<file path="config.mk">
export PLATFORM = sky130hd
export DESIGN_NAME = wkd_top
export DESIGN_NICKNAME = d
export VERILOG_FILES = /design/src/rtl/wkd_pkg.sv /design/src/rtl/wkd_top.sv
export SDC_FILE = /design/constraint.sdc
export NUM_CORES = 1
export LEC_CHECK = 0
export BUFFER_PORTS_ARGS = -buffer_cell sky130_fd_sc_hd__buf_2
export CORE_MARGIN = 2
export CORE_UTILIZATION = 49
export DETAILED_ROUTE_END_ITERATION = 12
export PLACE_DENSITY = 0.73
export SYNTH_ARGS = -nofsm -noshare
export SYNTH_HDL_FRONTEND = slang
export SYNTH_SLANG_ARGS = --single-unit
</file>
<file path="constraint.sdc">
create_clock -name CLOCK -period 1.66 [get_ports CLOCK]
set_input_delay 0.083 -clock CLOCK [delete_from_list [all_inputs] [get_ports CLOCK]]
set_output_delay 0.083 -clock CLOCK [all_outputs]
set_load 0.03 [all_outputs]
</file>
<file path="src/rtl/wkd_pkg.sv">
// Purpose: shared constants and types of the wake input detect block
// Assumes: one 125 MHz clock that stands for the internal oscillator
// Notes:   filter figures are derived from the nominal wake filter time
package wkd_pkg;

   // ----------------------------------------
   // timing
   // ----------------------------------------
   localparam int WKD_CLK_MHZ = 125;
   localparam int WKD_FILT_NS = 16000;  // wake_filter_time, nominal
   localparam int WKD_FILT_CYC = (WKD_FILT_NS * WKD_CLK_MHZ) / 1000;
   localparam int WKD_CNT_W = 12;

   // ----------------------------------------
   // field codes and indices
   // ----------------------------------------
   localparam logic [1:0] WKD_PULL_NONE = 2'h0;
   localparam logic [1:0] WKD_PULL_DOWN = 2'h1;
   localparam logic [1:0] WKD_PULL_UP = 2'h2;
   localparam logic [1:0] WKD_PULL_AUTO = 2'h3;
   localparam int WKD_CH_PIN = 0;
   localparam int WKD_CH_GPIO = 1;
   localparam int WKD_NCH = 2;

   // ----------------------------------------
   // power modes of the system chip
   // ----------------------------------------
   typedef enum logic [2:0] {
      WKD_NORMAL = 3'b000,
      WKD_STOP = 3'b001,
      WKD_SLEEP = 3'b010,
      WKD_FAILSAFE = 3'b011,
      WKD_INIT = 3'b100,
      WKD_RESTART = 3'b101
   } wkd_mode_t;

   // software settings of the wake input
   typedef struct packed {
      logic wake_en;          // wake_control_reg enable
      logic [1:0] pull_sel;   // pull_select_field
      logic cyclic;           // 1 cyclic sensing, 0 static
      logic meas;             // voltage_measure_select
      logic gpio_wake;        // general-purpose pin used as wake input
      logic fo_test;          // fail_output_test_bit
   } wkd_cfg_t;

   // whole state of the block
   typedef struct packed {
      logic [WKD_NCH-1:0] prev;
      logic [WKD_NCH-1:0] lvl;
      logic [WKD_NCH-1:0][WKD_CNT_W-1:0] cnt;
      logic smp;
      logic hs;
      logic stat0;
      logic stat1;
      logic lvl_stat;
      logic irq;
      logic wup;
      logic pu;
      logic pd;
      logic fo_en;
      logic fo_test;
      logic gpio_en;
      logic spi_fail;
      logic restart;
   } wkd_state_t;

endpackage

</file>
<file path="src/rtl/wkd_top.sv">
// Purpose: wake input detection of a high-voltage wake pin
// Assumes: inputs synchronous to CLOCK; CLOCK is the oscillator
// Notes:   wake events leave as one-cycle pulses to the mode logic
//
// Summary of operation
// - both edges of the filtered wake comparator output are wake events
// - event gives interrupt in Normal/Stop, wake-up in Sleep/Fail-Safe
// - detection mode selects static or cyclic sensing
// - static sensing filters transitions for 16 us nominal
// - each crossing restarts the filter; short pulses are dropped
// - an enable bit permits or suppresses pin wake capability
// - each pin wake event sets the primary wake status bit
// - pin level readable in Normal, Stop and Init mode
// - in cyclic sensing level status shows the last sampled level
// - gpio wake input uses 16 us filter, sets secondary status
// - pull field: 00 none, 01 down, 10 up, 11 automatic
// - automatic pull follows detected level, up when high
// - cyclic: sample while high side on, level change is an event
// - measurement disables fail output, its test, gpio and wake
// - measurement turns pulls off and blocks the wake signal
// - measurement ignores pull and control settings, writes accepted
// - measurement freezes status, level status held cleared
// - sleep request under measurement with pin only source fails
// - wake interrupt only when the source is enabled for wake
// - wake status latched until cleared; level status not latched
`timescale 1ns/1ps

module wkd_top
   import wkd_pkg::*;
#(
   parameter int FILT_CYC = WKD_FILT_CYC
) (
   // clock and reset
   input wire logic CLOCK,
   input wire logic SYS_RST,
   // comparator levels and timing
   input wire logic PIN_IN,
   input wire logic GPIO_IN,
   input wire logic HS_ON,
   // settings and mode
   input wire wkd_cfg_t CFG,
   input wire wkd_mode_t MODE,
   // software clears of wake status
   input wire logic CLR_PRIMARY,
   input wire logic CLR_SECONDARY,
   // sleep request check
   input wire logic SLEEP_REQ,
   input wire logic OTHER_WAKE_SRC,
   // wake signalling
   output logic WAKE_IRQ,
   output logic WAKE_UP,
   // status
   output logic STAT_PRIMARY,
   output logic STAT_SECONDARY,
   output logic LEVEL_STATUS,
   // pull sources
   output logic PULL_UP_EN,
   output logic PULL_DN_EN,
   // shared pin functions
   output logic FAIL_OUT_EN,
   output logic FAIL_TEST_OUT,
   output logic GPIO_EN,
   // sleep refusal
   output logic SPI_FAIL_SET,
   output logic RESTART_REQ
);

   localparam logic [WKD_CNT_W-1:0] TGT = WKD_CNT_W'(FILT_CYC - 1);

   wkd_state_t q;
   wkd_state_t d;
   logic [WKD_NCH-1:0] in;
   logic [WKD_NCH-1:0] ev;
   logic [WKD_NCH-1:0] ch_on;
   logic win_end;
   logic lvl_now;

   // -----------------------------------------------------------
   // helpers
   // -----------------------------------------------------------
   function automatic logic awake_mode(input wkd_mode_t m);
      awake_mode = (m == WKD_NORMAL) || (m == WKD_STOP);
   endfunction

   function automatic logic low_power(input wkd_mode_t m);
      low_power = (m == WKD_SLEEP) || (m == WKD_FAILSAFE);
   endfunction

   // -----------------------------------------------------------
   // next state
   // -----------------------------------------------------------
   always_comb begin
      d = q;
      in[WKD_CH_PIN] = PIN_IN;
      in[WKD_CH_GPIO] = GPIO_IN;
      ev = '0;
      // measurement blocks both pins; gpio only when set as wake
      ch_on[WKD_CH_PIN] = !CFG.meas;
      ch_on[WKD_CH_GPIO] = !CFG.meas && CFG.gpio_wake;
      win_end = q.hs && !HS_ON;
      d.hs = HS_ON;
      // deglitch counters, both channels alike except the pin in cyclic sensing, whose counter stays at zero
      for (int i = 0; i < WKD_NCH; i++) begin
         d.prev[i] = in[i];
         if (!ch_on[i] || (i == WKD_CH_PIN && CFG.cyclic)) begin
            d.cnt[i] = '0;
         end else if (in[i] != q.prev[i]) begin
            d.cnt[i] = '0;
         end else if (q.prev[i] != q.lvl[i]) begin
            if (q.cnt[i] == TGT) begin
               d.lvl[i] = q.prev[i];
               d.cnt[i] = '0;
               ev[i] = 1'b1;
            end else begin
               d.cnt[i] = q.cnt[i] + 1'b1;
            end
         end
      end
      // cyclic sensing samples while the high side is on
      if (ch_on[WKD_CH_PIN] && CFG.cyclic) begin
         if (HS_ON) begin
            d.smp = PIN_IN;
         end
         if (win_end && q.smp != q.lvl[WKD_CH_PIN]) begin
            d.lvl[WKD_CH_PIN] = q.smp;
            ev[WKD_CH_PIN] = 1'b1;
         end
      end
      // suppressed wake capability yields no event
      ev[WKD_CH_PIN] = ev[WKD_CH_PIN] && CFG.wake_en;
      // signalling by power mode
      d.irq = (|ev) && awake_mode(MODE);
      d.wup = (|ev) && low_power(MODE);
      // sticky status, set wins over clear
      d.stat0 = ev[WKD_CH_PIN] || (q.stat0 && !CLR_PRIMARY);
      d.stat1 = ev[WKD_CH_GPIO] || (q.stat1 && !CLR_SECONDARY);
      // level status follows the level, no latching
      lvl_now = d.lvl[WKD_CH_PIN];
      if (CFG.meas) begin
         d.lvl_stat = 1'b0;
      end else if (awake_mode(MODE) || MODE == WKD_INIT) begin
         d.lvl_stat = lvl_now;
      end
      // pull current sources
      d.pu = 1'b0;
      d.pd = 1'b0;
      if (!CFG.meas) begin
         case (CFG.pull_sel)
            WKD_PULL_NONE: begin
               d.pu = 1'b0;
            end
            WKD_PULL_DOWN: begin
               d.pd = 1'b1;
            end
            WKD_PULL_UP: begin
               d.pu = 1'b1;
            end
            WKD_PULL_AUTO: begin
               d.pu = lvl_now;
               d.pd = !lvl_now;
            end
            default: begin
               d.pu = 1'b0;
            end
         endcase
      end
      // shared pin functions released while measuring
      d.fo_en = !CFG.meas;
      d.fo_test = CFG.fo_test && !CFG.meas;
      d.gpio_en = !CFG.meas;
      // sleep refused when only the pin could wake
      d.spi_fail = SLEEP_REQ && CFG.meas && !OTHER_WAKE_SRC;
      d.restart = d.spi_fail;
   end

   // -----------------------------------------------------------
   // state register
   // -----------------------------------------------------------
   always_ff @(posedge CLOCK) begin
      if (SYS_RST) begin
         q <= '0;
      end else begin
         q <= d;
      end
   end

   // outputs straight from the state register
   assign WAKE_IRQ = q.irq;
   assign WAKE_UP = q.wup;
   assign STAT_PRIMARY = q.stat0;
   assign STAT_SECONDARY = q.stat1;
   assign LEVEL_STATUS = q.lvl_stat;
   assign PULL_UP_EN = q.pu;
   assign PULL_DN_EN = q.pd;
   assign FAIL_OUT_EN = q.fo_en;
   assign FAIL_TEST_OUT = q.fo_test;
   assign GPIO_EN = q.gpio_en;
   assign SPI_FAIL_SET = q.spi_fail;
   assign RESTART_REQ = q.restart;
endmodule

</file>
==> results.md <==
STA:
- The final count of hold timing violations is 0.
- The worst path meets setup with 46.6 ps of slack.
- Setup violations remaining at the end of the flow were counted as 0.
- The portion of the clock cycle consumed by the worst path in the final layout is 0.972.
- The maximum clock rate is 620 MHz.
- The total count of max-transition violations in the final report was 0.
- For the pin with the worst max-slew slack, the measured transition is 372 ps.
- Between clock sinks in the finished design, the worst skew comes to 11.4 ps.
- For the final routed database, the setup TNS stands at 0 ps.
- Setup repair after global routing could not meet its margin everywhere.
- The final critical delay including setup and external delays is 1610 ps.
- The tightest slew margin relative to the limit is 0.751.

Clock tree:
- Clock-pin slew was measured on the worst setup and hold paths at 120 ps.
- The TritonCTS clock tree is done.
- The H-tree generated during clock tree synthesis spans 2 levels.
- The total number of clock tree sinks is 40.
- The maximum clock path buffer count is 2.
- Clock tree synthesis inserted a total of 5 buffers.
- The tree is rooted in a clkbuf_4.
- The clock latency reported for the late side of the worst-skew pair is 350 ps.

Power and ir drop:
- The total power divided by cell area is 707 nW/um^2.
- The leakage dissipation is 0.909 nW.
- The net switching power is 0.000392 W.
- The portion of total power attributed to sequential cells is 0.599.
- The combinational group share of total power is 0.080.
- The net switching share of the total power is 0.241.
- Across the VDD grid, the largest voltage drop is 618 uV.
- Internal power comes to 0.00124 W.
- Overall power consumption after layout is estimated at 0.00163 W.
- The portion of total power attributed to the clock network is 0.320.

Final layout:
- The final layout contains 271 nets.
- The final antenna diode count is 0.
- The ratio of cells with drive above 1 in the final layout is 0.299.
- The most frequent standard cell in the layout excluding fill and tap cells is dfxtp_1.
- The library cells used most frequently in the layout, excluding fill and tap cells, are 38 x dfxtp_1, 32 x nor2_1, 30 x buf_2.
- The relative area change from synthesis to final layout is 32.2%.
- The cell area after layout is 2300 sq um.

GRT:
- The overall fraction of global-route tracks in use is 0.181.
- The first global-routing pass estimated 5.69 mm of wire.
- The number of antenna violations at the first check in global routing is 0.
- The total congestion overflow is 0.
- The via count of the first global-routing pass is 1339.
- Entering global routing, the biggest net connects 15 pins.

Routing:
- Wires add up to 3.44 mm.
- For this run, design rule violations remaining after detail routing come to 0.
- The number of search-and-repair iterations in the first detailed-routing pass is 4.
- The mean routed wirelength per cell is 11.6 um.
- The post-route antenna net violation count is 0.
- The total via count after detailed routing is 1449.
- The number of vias per cell is 4.88.
- In this run, the number of DRC markers left after iteration 0 of detailed routing was 49.

Min path:
- The class of the most critical hold timing path is input port to flip-flop.

Setup path:
- The highest fanout seen on the critical path is 3.
- STA classifies the critical path endpoint as a flip-flop.
- STA classifies the critical path startpoint as a flip-flop.
- The critical path in this run is classified as flip-flop to flip-flop.
- Data on the critical path arrives at its endpoint at 1900 ps.
- For the worst setup path, the data required time is 1940 ps.

Synthesis:
- Synthesis produced a netlist with a net count of 210.
- The mean instance size in the synthesized netlist is 9.22 sq um.
- The main flop type after synthesis is dfxtp_1.
- The number of enable-type register cells in the synthesized netlist is 0.
- Synthesis instantiated 41 different standard cells from the library.
- For this run, asynchronously set or reset flops after synthesis account for 0.
- The register bit total from synthesis is 40.
- Synthesis produced a netlist whose cell count is 189.
- The number of synthesis warnings is 0.
- The synthesized netlist occupies a cell area of 1740 sq um.
- For this run, the register share of the synthesized area comes to 0.460.

Floorplan:
- In this run the vertical extent of the chip is 63.6 um.
- The die boundary width is 63.6 um.
- After floorplanning, the core was divided into 21 placement rows.
- For this configuration, the core starts out at a cell density of 0.518.
- The area of the placeable core is 3360 sq um.
- The number of placed I/O pins is 31.
- The die covers 4050 sq um.

Run status:
- The flow ran to the end, and the final reports show no timing, DRC or antenna violations.

Placement:
- The final HPWL from detailed placement is 2.23 mm.
- In this run the tool buffered the top-level ports with 30 buffer cells.
- The instance area at placement is 2040 sq um.
- The global placement routability congestion is 0.777.
- The setup slack at placement is -57.9 ps.

Job:
- Across the run, the number of max-cap violations was 0.
## power by group through the flow
| stage | Combinational [W] | Sequential, W | Clock (W) |
|---|---|---|---|
| finish | 0.000131 | 0.000975 | 0.000521 |
| global route | 0.000143 | 0.000977 | 0.000577 |
| CTS | 0.000128 | 0.000975 | 0.000537 |
| detailed placement | 0.000109 | 0.000997 | 0 |
| global placement | 0.000109 | 0.000996 | 0 |
| floorplan | 0.0000494 | 0.00101 | 0 |
## cell usage after synthesis, types with 2 or more instances
| cell type | instances | area (sq um) |
|---|---|---|
| nand3_1 | 8 | 40.0 |
| xnor2_1 | 8 | 70.1 |
| xor2_1 | 17 | 149 |
| nor4_1 | 2 | 12.5 |
| inv_1 | 5 | 18.8 |
| o21ai_0 | 2 | 10.0 |
| dfxtp_1 | 40 | 801 |
| and2_1 | 4 | 25.0 |
| mux2i_1 | 2 | 20.0 |
| nand4_1 | 4 | 25.0 |
| ha_1 | 2 | 25.0 |
| nor2b_1 | 5 | 31.3 |
| a21oi_1 | 6 | 30.0 |
| nor3b_1 | 2 | 15.0 |
| nor3_1 | 6 | 30.0 |
| nor2_1 | 32 | 120 |
| nand2_1 | 16 | 60.1 |
| or3_1 | 3 | 18.8 |
| buf_4 | 2 | 15.0 |
| o31ai_1 | 2 | 15.0 |
## logic make-up after synthesis
| kind of cell | count (synthesis) | synth area share |
|---|---|---|
| buffers and inverters | 10 | 0.0309 |
| XOR/XNOR | 26 | 0.135 |
| AND/OR/NAND/NOR | 93 | 0.290 |
| AO/OA/AOI/OAI | 16 | 0.0589 |
| flip-flops | 40 | 0.460 |
| adder cells (fa/ha/maj) | 2 | 0.0144 |
| multiplexers | 2 | 0.0115 |
## worst paths after layout
check	from	depth (start not counted)	endpoint	slack (ps)
min	CLR_SECONDARY	4	STAT_SECONDARY	20
min reg2reg	LEVEL_STATUS	2	LEVEL_STATUS	480
max reg2reg	q[15]	6	WAKE_UP	50
max	q[15]	6	WAKE_UP	50
## metal layers
metal,track usage,routed length [um]
met5,0,0
met4,0.0897,74
met3,0.0446,143
met2,0.304,1510
met1,0.215,1710
## registers in the layout (all words and copies together), names as in the netlist
signal          flops
FAIL_TEST_OUT       1
PULL_UP_EN          1
PULL_DN_EN          1
q                  30
LEVEL_STATUS        1
WAKE_IRQ            1
WAKE_UP             1
RESTART_REQ         1
STAT_SECONDARY      1
GPIO_EN             1
STAT_PRIMARY        1
## timing repair
action / 4_1_cts / 5_1_grt
endpoints found under the hold margin: 11 / 0
setup endpoints to repair: 5 / 17
buffers inserted: 0 / 4
hold buffers: 11 / 0
resized for setup: 1 / 12
pin swaps: 0 / 7
## critical path, cell delays in order, from the launching register on
cell     delay, ps
dfxtp_2        370
ha_4           140
nor4b_4        190
nand4_1        180
o31ai_2        300
a21oi_2        100
nor4b_2        250
## metrics by stage
stage,utilization,hold WS [ps],instances
final,0.685,18.0,297
after global routing,0.685,35.9,297
after CTS,0.658,11.1,293
after detailed placement,0.606,247,274
after global placement,0.606,248,274
after floorplan,-,154,189
## cell type report
cell class                      instances  area (sq um)
Fill cell                             268          1060
Multi-Input combinational cell        139           953
Sequential cell                        40           803
Timing Repair Buffer                   59           408
Tap cell                               46          57.6
Clock buffer                            6          51.3
Inverter                                5          18.8
Clock inverter                          2          10.0
Note: power is estimated with default switching activity, not from simulation.
